===== config.mk =====
export PLATFORM = sky130hd
export DESIGN_NAME = remote_capability_register
export DESIGN_NICKNAME = d
export VERILOG_FILES = /design/src/hdl/rcr_unused_note.sv /design/src/hdl/rcr_pkg.sv /design/src/hdl/rcr_cap_if.sv /design/src/hdl/remote_capability_register.sv /design/src/hdl/rcr_port_store.sv
export VERILOG_INCLUDE_DIRS = /design/src /design/src/hdl
export SDC_FILE = /design/constraint.sdc
export NUM_CORES = 1
export LEC_CHECK = 0
export ABC_AREA = 1
export BUFFER_PORTS_ARGS = -buffer_cell sky130_fd_sc_hd__buf_4
export CELL_PAD_IN_SITES_DETAIL_PLACEMENT = 1
export CELL_PAD_IN_SITES_GLOBAL_PLACEMENT = 1
export CORE_MARGIN = 3
export CORE_UTILIZATION = 38
export CTS_CLUSTER_SIZE = 40
export DETAILED_ROUTE_END_ITERATION = 8
export PLACE_DENSITY_LB_ADDON = 0.1
export SLEW_MARGIN = 20
export SYNTH_ARGS = -nofsm -noshare
export SYNTH_HDL_FRONTEND = slang
export SYNTH_SLANG_ARGS = --single-unit

===== constraint.sdc =====
create_clock -name i_clk_sys -period 3.2 [get_ports i_clk_sys]
set_input_delay 0.16 -clock i_clk_sys [delete_from_list [all_inputs] [get_ports i_clk_sys]]
set_output_delay 0.16 -clock i_clk_sys [all_outputs]
set_load 0.01 [all_outputs]

===== src/hdl/rcr_defs.svh =====
// Notes on behaviour
// Freeze bit 7 stops automatic capability loading
// Frozen values stay as software wrote them
// Bit 6 is low bit of mode
// After lock, back channel loads fields unless frozen
// Software writing fields must also set freeze
// Port one select steers access to Port1
// Bit 5 requests frequency training, resets zero
// Bit 4 requests equalizer training, resets zero
// Bit 3 shows remote two-link support
// Bit 2: zero primary, one secondary channel
// Three-bit mode selects frame, GPIO or SPI
// Secondary address enable makes port select ignored
// Host write beats simultaneous automatic update
`ifndef RCR_DEFS_SVH
`define RCR_DEFS_SVH

`define RCR_ADDR_CAP1 8'h20
`define RCR_ADDR_CAP2 8'h21
`define RCR_CAP1_RESET 8'h00
`define RCR_CAP2_RESET 2'h0
`define RCR_RDATA_IDLE 8'h00

`define RCR_BIT_FREEZE 7
`define RCR_BIT_MODE_LO 6
`define RCR_BIT_FREQ 5
`define RCR_BIT_EQ 4
`define RCR_BIT_TWO_LINK 3
`define RCR_BIT_CHANNEL 2
`define RCR_AUTO_MSB 6
`define RCR_CAP2_MSB 1

`define RCR_CODE_NORMAL 3'h0
`define RCR_CODE_GPIO1 3'h1
`define RCR_CODE_GPIO2 3'h2
`define RCR_CODE_GPIO4 3'h3
`define RCR_CODE_SPI_FWD 3'h6
`define RCR_CODE_SPI_REV 3'h7

`define RCR_PORT0 1'h0
`define RCR_PORT1 1'h1

`endif


===== src/hdl/rcr_unused_note.sv =====
`timescale 1ns/100ps
`default_nettype none
`default_nettype wire


===== src/hdl/rcr_pkg.sv =====
package rcr_pkg;

    typedef enum logic [2:0]
    {
        RCR_MODE_NORMAL,
        RCR_MODE_GPIO1,
        RCR_MODE_GPIO2,
        RCR_MODE_GPIO4,
        RCR_MODE_SPI_FWD,
        RCR_MODE_SPI_REV,
        RCR_MODE_RESERVED
    } rcr_mode_t;

endpackage


===== src/hdl/rcr_cap_if.sv =====
`timescale 1ns/100ps
`default_nettype none

interface rcr_cap_if;
    logic host_wr1;
    logic host_wr2;
    logic [7:0] wdata;
    logic auto_ld;
    logic [6:0] auto_cap1;
    logic [1:0] auto_cap2;
    logic [7:0] cap1;
    logic [1:0] cap2;

    modport store
    (
        input host_wr1,
        input host_wr2,
        input wdata,
        input auto_ld,
        input auto_cap1,
        input auto_cap2,
        output cap1,
        output cap2
    );

    modport ctrl
    (
        output host_wr1,
        output host_wr2,
        output wdata,
        output auto_ld,
        output auto_cap1,
        output auto_cap2,
        input cap1,
        input cap2
    );
endinterface

`default_nettype wire


===== src/hdl/remote_capability_register.sv =====
`timescale 1ns/100ps
`default_nettype none
`include "rcr_defs.svh"

module remote_capability_register
(
    input wire logic i_clk_sys,
    input wire logic i_reset_n,
    input wire logic i_reg_wr,
    input wire logic i_reg_rd,
    input wire logic [7:0] i_reg_addr,
    input wire logic [7:0] i_reg_wdata,
    input wire logic i_reg_secondary,
    input wire logic i_second_port_select,
    input wire logic i_secondary_address_enable,
    input wire logic [1:0] i_rx_lock,
    input wire logic [1:0] i_auto_valid,
    input wire logic [1:0][6:0] i_auto_cap1,
    input wire logic [1:0][1:0] i_auto_cap2,
    output logic [7:0] o_reg_rdata,
    output logic o_reg_ack,
    output logic [1:0] o_capability_freeze,
    output logic [1:0] o_frequency_training_request,
    output logic [1:0] o_equalizer_training_request,
    output logic [1:0] o_remote_two_link_support,
    output logic [1:0] o_secondary_channel,
    output logic [1:0][2:0] o_fast_control_channel_mode,
    output rcr_pkg::rcr_mode_t o_mode_port0,
    output rcr_pkg::rcr_mode_t o_mode_port1
);

    function automatic rcr_pkg::rcr_mode_t decode_mode(input logic [2:0] code);
        rcr_pkg::rcr_mode_t m;
        m = rcr_pkg::RCR_MODE_RESERVED;
        case (code)
            `RCR_CODE_NORMAL: m = rcr_pkg::RCR_MODE_NORMAL;
            `RCR_CODE_GPIO1: m = rcr_pkg::RCR_MODE_GPIO1;
            `RCR_CODE_GPIO2: m = rcr_pkg::RCR_MODE_GPIO2;
            `RCR_CODE_GPIO4: m = rcr_pkg::RCR_MODE_GPIO4;
            `RCR_CODE_SPI_FWD: m = rcr_pkg::RCR_MODE_SPI_FWD;
            `RCR_CODE_SPI_REV: m = rcr_pkg::RCR_MODE_SPI_REV;
            default: m = rcr_pkg::RCR_MODE_RESERVED;
        endcase
        return m;
    endfunction

    function automatic logic [2:0] mode_code(input logic [7:0] c1, input logic [1:0] c2);
        return {c2, c1[`RCR_BIT_MODE_LO]};
    endfunction

    rcr_cap_if cap_if[2] ();

    logic access_ok;
    logic port_sel;
    logic hit_cap1;
    logic hit_cap2;
    logic [1:0][7:0] cap1_v;
    logic [1:0][1:0] cap2_v;
    logic [7:0] rdata_d;
    logic [7:0] rdata_q;
    logic ack_q;
    rcr_pkg::rcr_mode_t mode0_q;
    rcr_pkg::rcr_mode_t mode1_q;

    // Secondary-address traffic is only honoured once that address is enabled;
    // it always lands on Port1. Primary traffic follows the select bit unless the
    // secondary address is enabled, in which case the primary address stays on Port0.
    assign access_ok = !i_reg_secondary || i_secondary_address_enable;
    assign port_sel = i_reg_secondary ? `RCR_PORT1 :
                      (i_secondary_address_enable ? `RCR_PORT0 : i_second_port_select);
    assign hit_cap1 = access_ok && (i_reg_addr == `RCR_ADDR_CAP1);
    assign hit_cap2 = access_ok && (i_reg_addr == `RCR_ADDR_CAP2);

    for (genvar p = 0; p < 2; p++)
    begin : g_port
        // Software that overwrites fields must set freeze too, otherwise the next
        // locked update replaces them; the store does not guard against that.
        assign cap_if[p].host_wr1 = i_reg_wr && hit_cap1 && (port_sel == 1'(p));
        assign cap_if[p].host_wr2 = i_reg_wr && hit_cap2 && (port_sel == 1'(p));
        assign cap_if[p].wdata = i_reg_wdata;
        assign cap_if[p].auto_ld = i_auto_valid[p] && i_rx_lock[p];
        assign cap_if[p].auto_cap1 = i_auto_cap1[p];
        assign cap_if[p].auto_cap2 = i_auto_cap2[p];
        assign cap1_v[p] = cap_if[p].cap1;
        assign cap2_v[p] = cap_if[p].cap2;

        rcr_port_store u_store
        (
            .i_clk_sys(i_clk_sys),
            .i_reset_n(i_reset_n),
            .bus(cap_if[p])
        );

        assign o_capability_freeze[p] = cap1_v[p][`RCR_BIT_FREEZE];
        assign o_frequency_training_request[p] = cap1_v[p][`RCR_BIT_FREQ];
        assign o_equalizer_training_request[p] = cap1_v[p][`RCR_BIT_EQ];
        assign o_remote_two_link_support[p] = cap1_v[p][`RCR_BIT_TWO_LINK];
        assign o_secondary_channel[p] = cap1_v[p][`RCR_BIT_CHANNEL];
        assign o_fast_control_channel_mode[p] = mode_code(cap1_v[p], cap2_v[p]);
    end

    always_comb
    begin
        rdata_d = `RCR_RDATA_IDLE;
        if (hit_cap1)
        begin
            rdata_d = cap1_v[port_sel];
        end
        else if (hit_cap2)
        begin
            rdata_d = {6'h00, cap2_v[port_sel]};
        end
    end

    // Read data is captured when the read is taken, so it shows the value before
    // any update landing in that same cycle.
    always_ff @(posedge i_clk_sys or negedge i_reset_n)
    begin
        if (!i_reset_n)
        begin
            rdata_q <= `RCR_RDATA_IDLE;
        end
        else if (i_reg_rd)
        begin
            rdata_q <= rdata_d;
        end
    end

    always_ff @(posedge i_clk_sys or negedge i_reset_n)
    begin
        if (!i_reset_n)
        begin
            ack_q <= 1'b0;
        end
        else
        begin
            ack_q <= i_reg_rd || i_reg_wr;
        end
    end

    always_ff @(posedge i_clk_sys or negedge i_reset_n)
    begin
        if (!i_reset_n)
        begin
            mode0_q <= rcr_pkg::RCR_MODE_NORMAL;
            mode1_q <= rcr_pkg::RCR_MODE_NORMAL;
        end
        else
        begin
            mode0_q <= decode_mode(mode_code(cap1_v[0], cap2_v[0]));
            mode1_q <= decode_mode(mode_code(cap1_v[1], cap2_v[1]));
        end
    end

    assign o_reg_rdata = rdata_q;
    assign o_reg_ack = ack_q;
    assign o_mode_port0 = mode0_q;
    assign o_mode_port1 = mode1_q;

    chk_port1_write_route: assert property (@(posedge i_clk_sys) disable iff (!i_reset_n)
        i_reg_wr && !i_reg_secondary && !i_secondary_address_enable && i_second_port_select
        && i_reg_addr == `RCR_ADDR_CAP1
        |=> cap1_v[1] == $past(i_reg_wdata) && ($stable(cap1_v[0]) || $past(i_auto_valid[0] && i_rx_lock[0])))
        else $error("Port1 select did not steer write to Port1");

    chk_select_ignored: assert property (@(posedge i_clk_sys) disable iff (!i_reset_n)
        i_reg_wr && !i_reg_secondary && i_secondary_address_enable && i_second_port_select
        && i_reg_addr == `RCR_ADDR_CAP1
        |=> cap1_v[0] == $past(i_reg_wdata))
        else $error("Port select honoured while secondary address enabled");

    chk_read_route: assert property (@(posedge i_clk_sys) disable iff (!i_reset_n)
        i_reg_rd && hit_cap1 |=> o_reg_rdata == $past(cap1_v[port_sel]))
        else $error("Read returned wrong port copy");

    chk_secondary_refused: assert property (@(posedge i_clk_sys) disable iff (!i_reset_n)
        i_reg_rd && i_reg_secondary && !i_secondary_address_enable
        |=> o_reg_rdata == `RCR_RDATA_IDLE)
        else $error("Disabled secondary address read returned data");

    chk_mode_low_bit: assert property (@(posedge i_clk_sys) disable iff (!i_reset_n)
        $rose(cap1_v[0][`RCR_BIT_MODE_LO]) && cap2_v[0] == 2'h0
        |=> o_mode_port0 == rcr_pkg::RCR_MODE_GPIO1)
        else $error("Mode low bit not reflected in decoded mode");

    chk_mode_spi_fwd: assert property (@(posedge i_clk_sys) disable iff (!i_reset_n)
        o_fast_control_channel_mode[0] == `RCR_CODE_SPI_FWD |=> o_mode_port0 == rcr_pkg::RCR_MODE_SPI_FWD)
        else $error("Forward SPI code not decoded");

    chk_reset_requests: assert property (@(posedge i_clk_sys)
        $rose(i_reset_n) |-> o_frequency_training_request == 2'h0
        && o_equalizer_training_request == 2'h0)
        else $error("Training requests not zero after reset");

    chk_unlocked_ignored: assert property (@(posedge i_clk_sys) disable iff (!i_reset_n)
        i_auto_valid[0] && !i_rx_lock[0] && !i_reg_wr
        |=> $stable(cap1_v[0]) && $stable(cap2_v[0]))
        else $error("Capabilities loaded without receive lock");

    chk_training_from_channel: assert property (@(posedge i_clk_sys) disable iff (!i_reset_n)
        i_auto_valid[0] && i_rx_lock[0] && !o_capability_freeze[0] && !i_reg_wr
        |=> o_frequency_training_request[0] == $past(i_auto_cap1[0][`RCR_BIT_FREQ])
        && o_equalizer_training_request[0] == $past(i_auto_cap1[0][`RCR_BIT_EQ]))
        else $error("Training requests not taken from back channel");

    chk_port1_link_fields: assert property (@(posedge i_clk_sys) disable iff (!i_reset_n)
        i_auto_valid[1] && i_rx_lock[1] && !o_capability_freeze[1] && !i_reg_wr
        |=> o_remote_two_link_support[1] == $past(i_auto_cap1[1][`RCR_BIT_TWO_LINK])
        && o_secondary_channel[1] == $past(i_auto_cap1[1][`RCR_BIT_CHANNEL]))
        else $error("Port1 link fields not taken from back channel");

    chk_frozen_mode: assert property (@(posedge i_clk_sys) disable iff (!i_reset_n)
        o_capability_freeze[0] && !i_reg_wr |=> $stable(o_fast_control_channel_mode[0]))
        else $error("Frozen mode changed without host write");

    chk_rdata_hold: assert property (@(posedge i_clk_sys) disable iff (!i_reset_n)
        !i_reg_rd |=> $stable(o_reg_rdata))
        else $error("Read data changed without a read");

    chk_ack_latency: assert property (@(posedge i_clk_sys) disable iff (!i_reset_n)
        (i_reg_rd || i_reg_wr) |=> o_reg_ack ##1 (o_reg_ack == $past(i_reg_rd || i_reg_wr)))
        else $error("Access answer not one cycle after request");

endmodule

`default_nettype wire


===== src/hdl/rcr_port_store.sv =====
`timescale 1ns/100ps
`default_nettype none
`include "rcr_defs.svh"

module rcr_port_store
(
    input wire logic i_clk_sys,
    input wire logic i_reset_n,
    rcr_cap_if.store bus
);

    logic [7:0] cap1_q;
    logic [1:0] cap2_q;
    logic frozen;

    assign frozen = cap1_q[`RCR_BIT_FREEZE];

    // Host write first, so a write that sets freeze is never undone by a racing update
    always_ff @(posedge i_clk_sys or negedge i_reset_n)
    begin
        if (!i_reset_n)
        begin
            cap1_q <= `RCR_CAP1_RESET;
        end
        else if (bus.host_wr1)
        begin
            cap1_q <= bus.wdata;
        end
        else if (bus.auto_ld && !frozen)
        begin
            cap1_q[`RCR_AUTO_MSB:0] <= bus.auto_cap1;
        end
    end

    always_ff @(posedge i_clk_sys or negedge i_reset_n)
    begin
        if (!i_reset_n)
        begin
            cap2_q <= `RCR_CAP2_RESET;
        end
        else if (bus.host_wr2)
        begin
            cap2_q <= bus.wdata[`RCR_CAP2_MSB:0];
        end
        else if (bus.auto_ld && !frozen)
        begin
            cap2_q <= bus.auto_cap2;
        end
    end

    assign bus.cap1 = cap1_q;
    assign bus.cap2 = cap2_q;

    chk_frozen_cap1_hold: assert property (@(posedge i_clk_sys) disable iff (!i_reset_n)
        frozen && !bus.host_wr1 |=> $stable(cap1_q))
        else $error("Frozen capabilities changed without host write");

    chk_frozen_cap2_hold: assert property (@(posedge i_clk_sys) disable iff (!i_reset_n)
        frozen && bus.auto_ld && !bus.host_wr2 |=> cap2_q == $past(cap2_q))
        else $error("Frozen mode bits loaded by back channel");

    chk_auto_load_taken: assert property (@(posedge i_clk_sys) disable iff (!i_reset_n)
        bus.auto_ld && !frozen && !bus.host_wr1 |=> cap1_q[`RCR_AUTO_MSB:0] == $past(bus.auto_cap1))
        else $error("Automatic capability update not taken");

    chk_host_write_wins: assert property (@(posedge i_clk_sys) disable iff (!i_reset_n)
        bus.host_wr1 && bus.auto_ld |=> cap1_q == $past(bus.wdata))
        else $error("Automatic update overrode host write");

endmodule

`default_nettype wire


# Word level (Yosys, flattened, before mapping)
# Index checks and enable logic that the tools add are counted.
# W data, S select, Z words.
totals:
  ram_bits: 0
  n_memories: 0
  ff_bits: 35
  latch_bits: 0
  in_bits: 45
  output_inout_bits: 31
  mem_bits_ro: 0
  wordCells: 65
op_classes:
  shifts: 0
  div: 0
  n_reduce_logical: 23
  bitwise: 1
  mux: 18
  magnitude_cmp: 1
  eq_ne: 12
  addsub: 0
  multipliers: 0
ops:
  columns: ["cell", "count"]
  rows:
  - ["$pmux W3 S6", 2]
  - ["$mux W7", 4]
  - ["$mux W8", 3]
  - ["$eq A8 B6 Y1 const B", 2]
  - ["$mux W2", 7]
  - ["$eq A3 B2 Y1 const B", 4]
  - ["$eq A3 B3 Y1 const B", 4]
  - ["$logic_and A1 B1 Y1", 12]
  - ["$reduce_bool A2 Y1", 4]
  - ["$eq A3 B1 Y1 const B", 2]
  - ["$logic_not A3 Y1", 2]
  - ["$logic_not A1 Y1", 3]
  - ["$logic_or A1 B1 Y1", 2]
  - ["$lt A1 B2 Y1 const B", 1]
  - ["$mux W1", 2]
  - ["$not A1 Y1", 1]

# Depth between registers and ports, before layout
depth:
  depth_word: 6
  depth_mapped: 10
  depth_no_buf: 10

# Hierarchy
# A second synthesis with hierarchy kept.
hier_totals:
  cells_unflattened: 263
  hier_area_um2: 1950.6
by_module_without_submodules:
  columns: ["mod", "seq_area_each_um2", "cells_each", "area_each_um2", "n_inst"]
  rows:
  - ["rcr_port_store", 250.2, 75, 546.8, 2]
  - ["remote_capability_register", 375.4, 113, 857.1, 1]

# Least setup slack after synthesis
# No wires, ideal clock.
synth_timing:
  path_kind: "register to register"
  startpoint: "register g_port[1].u_store.cap1_q[7]"
  endpoint: "register g_port[1].u_store.cap1_q[4]"
  t_required_ns: 3.131
  path_slack_ns: 2.041
  setup_ns: 0.069
  arrival_ns: 1.090
  period_less_slack_ns: 1.159
  stages_incl_launch_ff: 7
  path_cell_list: "dfrtp_1 -> nor2_2 -> inv_1 -> clkbuf_1 -> nor2_1 -> nand2_1 -> nand3_1"
synth_via:
  elab_chain_cells: 3
synth_rtl:
  columns: ["item", "line_no", "rtl"]
  rows:
  - ["start, declared", "rcr_port_store.sv:12", "logic [7:0] cap1_q;"]
  - ["start signal, assigned", "rcr_port_store.sv:23", "cap1_q <= `RCR_CAP1_RESET;"]
  - ["start signal, assigned", "rcr_port_store.sv:27", "cap1_q <= bus.wdata;"]
  - ["start signal, assigned by index", "rcr_port_store.sv:31", "cap1_q[`RCR_AUTO_MSB:0] <= bus.auto_cap1;"]
  - ["$logic_not A1 Y1", "rcr_port_store.sv:29", "else if (bus.auto_ld && !frozen)"]
  - ["$logic_and A1 B1 Y1", "rcr_port_store.sv:29", null]
  - ["$reduce_bool A2 Y1 (no line)", null, null]
# Every way passes these cells.
# A chain may end at the register's enable or synchronous reset.

# Final worst setup path
layout_timing:
  startpoint: "register g_port[0].u_store.cap1_q[7]"
  endpoint: "register g_port[0].u_store.cap1_q[4]"
layout_via:
  elab_chain_cells: 3
layout_rtl:
  columns: ["item", "line_no"]
  rows:
  - ["start, declared", "rcr_port_store.sv:12"]
  - ["start signal, assigned", "rcr_port_store.sv:23"]
  - ["start signal, assigned", "rcr_port_store.sv:27"]
  - ["start signal, assigned by index", "rcr_port_store.sv:31"]
  - ["$logic_not A1 Y1", "rcr_port_store.sv:29"]
  - ["$logic_and A1 B1 Y1", "rcr_port_store.sv:29"]
  - ["$reduce_bool A2 Y1 (no line)", null]
# Every way passes these cells.

==> results.cfg <==
[run_status]
status = finished clean

[synth]
seq_area_frac_synth = 0.409
synth_area_leaders = dfrtp_1, nand2_1, nand4_1, nand3_1, buf_4
yosys_warnings = 0
ys_ff_latch = 35
syn_avg_cell_area_um2 = 7.93
netlist_area_mm2 = 0.00214
synthCells = 270
yosys.area.top_type = dfrtp_1
async_flop_share = 1.00
synth.top_cell.area_share = 0.409
yosys_most_used_dff = dfrtp_1
synth_common_cells = nand2_1, dfrtp_1, inv_1
synth_edf_count = 0
synth_nets = 319
ys_types = 26
synth_most_common_cell = nand2_1

[min_path]
min_to = o_reg_ack$_DFF_PN0_
whs_path_depth = 2
hold_class = primary input to register
min-delay-start = i_reg_rd

[grt]
antenna_found_initial = 0
grt_pass1_wl_um = 9600
grt_pass1_vias = 2002
grt_use_met2 = 0.323
gr-usage-met3 = 0.0366
grt_use_met1 = 0.242
busiest_layer = met2
grt_max_degree = 36
grtUsageTotal = 0.188
overflow = 0

[clock_tree]
cts.reportedPaths.clkPinSlew_ps = 70
cts_root_buffer = clkbuf_8
cts_resized = 0
numCtsBuffers = 5
holdBufCountCts = 1
cts_tree = built
clock-sinks = 35
clk_latency_ps = 280
ctsLongestPathBuffers = 2
cts_setup_buffers = 0
htreeDepth = 2

[timing]
setup-tns-final_ps = 0
post-route-min-period_ps = 1410
clock_skew_ps = 5.14
tightest_slew_ps = 567
setup_viol = 0
slew_viol_final = 0
period_share = 0.440
maxSlewHeadroom = 0.621
rsz0062_at_grt = false
hold_viol_final = 0
max_freq_ghz = 0.710

[critical_path]
path_max_fanout = 10
endpoint_kind = register
r2r-end = g_port[0].u_store.bus.cap1[4]$_DFFE_PN0P_
r2r_cells = 5
critPathLaunchType = register
arrival_ps = 1630
worst_ep_required_time_ps = 3420
cpMaxStageDelayCell = dfrtp_1
path_cells = nor2_4 > clkinv_1 > nor2_1 > nand2_1 > nand3_1
r2r_slack_ps = 1790
worstReg2RegStart = g_port[0].u_store.bus.cap1[7]$_DFFE_PN0P_
max_stage_delay_ps = 450
critical-path-top-delay-family = simple AND/OR/NAND/NOR gates
worstSetupPathType = register to register
path_buf_inv = 1

[die]
fp.dieH_um = 81.1
core_mm2 = 0.00527
start_util = 0.406
die_area_mm2 = 0.00657
core.rowCount = 26
io_pins = 76
dieWidth_um = 81.1

[routing]
routed_wl_um = 5770
wl_per_cell_um = 14.3
drt_first_iter_violations = 124
ant_nets = 0
post_drt_via_cell_ratio = 4.88
drt_drc_violations_left = 0
firstDrtPassIters = 4
vias = 1967

[finish]
fillers = 694
antennaDiodeCount = 0
area_growth_pct = 27.3
final_layout_size_suffix_gt1_frac = 0.321
finalCoreUtilization = 0.518
nets = 381

[run]
max_cap_viol_count = 0

[placed_design]
io_buffers = 75
place_hpwl_um = 4480
gp_congestion = 0.793

[pwr]
irDropWorstVdd_mv = 0.188
power.density_mw_per_mm2 = 399
p_leak_nw = 1.57
-- stage by stage --
stage	worst slack [ps]	area [um2]	std cells	power, mW	hold WS [ps]
after floorplan	2040	2140	270	0.669	-136
after global placement	1590	2640	394	0.785	140
after detailed placement	1530	2640	394	0.794	142
after CTS	1770	2730	403	1.10	121
after global routing	1620	2730	403	1.16	119
final	1790	2730	403	1.09	123
-- registers in the layout (all words and copies together), names as in the netlist --
register and cells:
o_reg_ack 1, g_port.u_store.bus.cap2 4, o_reg_rdata 8, o_mode_port1 3, o_mode_port0 3, g_port.u_store.bus.cap1 16
-- report_power, final --
| part | leakage (nW) | switching (mW) | internal [mW] | total (mW) |
|---|---|---|---|---|
| clock | 0.0422 | 0.153 | 0.153 | 0.306 |
| combinational | 1.08 | 0.134 | 0.126 | 0.260 |
| sequential | 0.447 | 0.0361 | 0.487 | 0.523 |
| total | 1.57 | 0.324 | 0.765 | 1.09 |
-- cells by family (layout without fill, tap and decap cells) --
logic type      Yosys count  in the layout  synth area share
flops                    35             35             0.409
mux                       5              5            0.0234
simple gates            164            164             0.388
compound gates           11             11            0.0304
buf+inv                  51            114             0.126
fa+ha+maj                 4              4            0.0234
-- final cells by class --
cell class / count / area [um2] / area share
clock buffer: 7 / 76.3 / 0.0280
clock inverter: 1 / 5.00 / 0.00183
sequential: 35 / 876 / 0.321
timing repair buffer: 76 / 573 / 0.210
tap: 70 / 87.6 / 0.0321
multi-input combinational: 184 / 997 / 0.366
inverter: 30 / 113 / 0.0413
-- cell usage in the layout, fill, tap and decap left out, types with 2 or more instances in the layout --
| cell type | count |
|---|---|
| nand2_1 | 94 |
| buf_4 | 75 |
| dfrtp_1 | 35 |
| inv_1 | 25 |
| nand3_1 | 24 |
| nand4_1 | 20 |
| o21ai_0 | 7 |
| nor2_1 | 6 |
| mux2i_1 | 5 |
| clkbuf_8 | 5 |
| inv_2 | 4 |
| nor2_2 | 4 |
| ha_1 | 4 |
| or2_2 | 3 |
| nor2_4 | 3 |
| nand2_2 | 3 |
| nand2_4 | 2 |
| nor2_8 | 2 |
| nand4_4 | 2 |
| o21ai_2 | 2 |
| clkbuf_1 | 2 |
-- worst max-delay path by stage --
stage                                                    startpoint                                        end  slack [ps]  depth (start not counted)
after detailed placement                 i_secondary_address_enable  g_port[0].u_store.bus.cap1[2]$_DFFE_PN0P_        1530                          9
final                     g_port[0].u_store.bus.cap1[7]$_DFFE_PN0P_  g_port[0].u_store.bus.cap1[4]$_DFFE_PN0P_        1790                          5
after global placement                         i_second_port_select  g_port[0].u_store.bus.cap1[4]$_DFFE_PN0P_        1590                          7
after CTS                 g_port[0].u_store.bus.cap1[7]$_DFFE_PN0P_  g_port[0].u_store.bus.cap1[4]$_DFFE_PN0P_        1770                          5
after global routing      g_port[0].u_store.bus.cap1[7]$_DFFE_PN0P_  g_port[0].u_store.bus.cap1[4]$_DFFE_PN0P_        1620                          5
after floorplan           g_port[1].u_store.bus.cap1[7]$_DFFE_PN0P_  g_port[1].u_store.bus.cap1[4]$_DFFE_PN0P_        2040                          6
-- layer usage --
metal / wire length, um / vias up / share of wire
met5: 0 / - / 0
met4: 76 / 0 / 0.013
met3: 322 / 8 / 0.056
met2: 2900 / 57 / 0.50
met1: 2470 / 921 / 0.43
li1: - / 981 / -
Note: power is estimated with default switching activity, not from simulation.
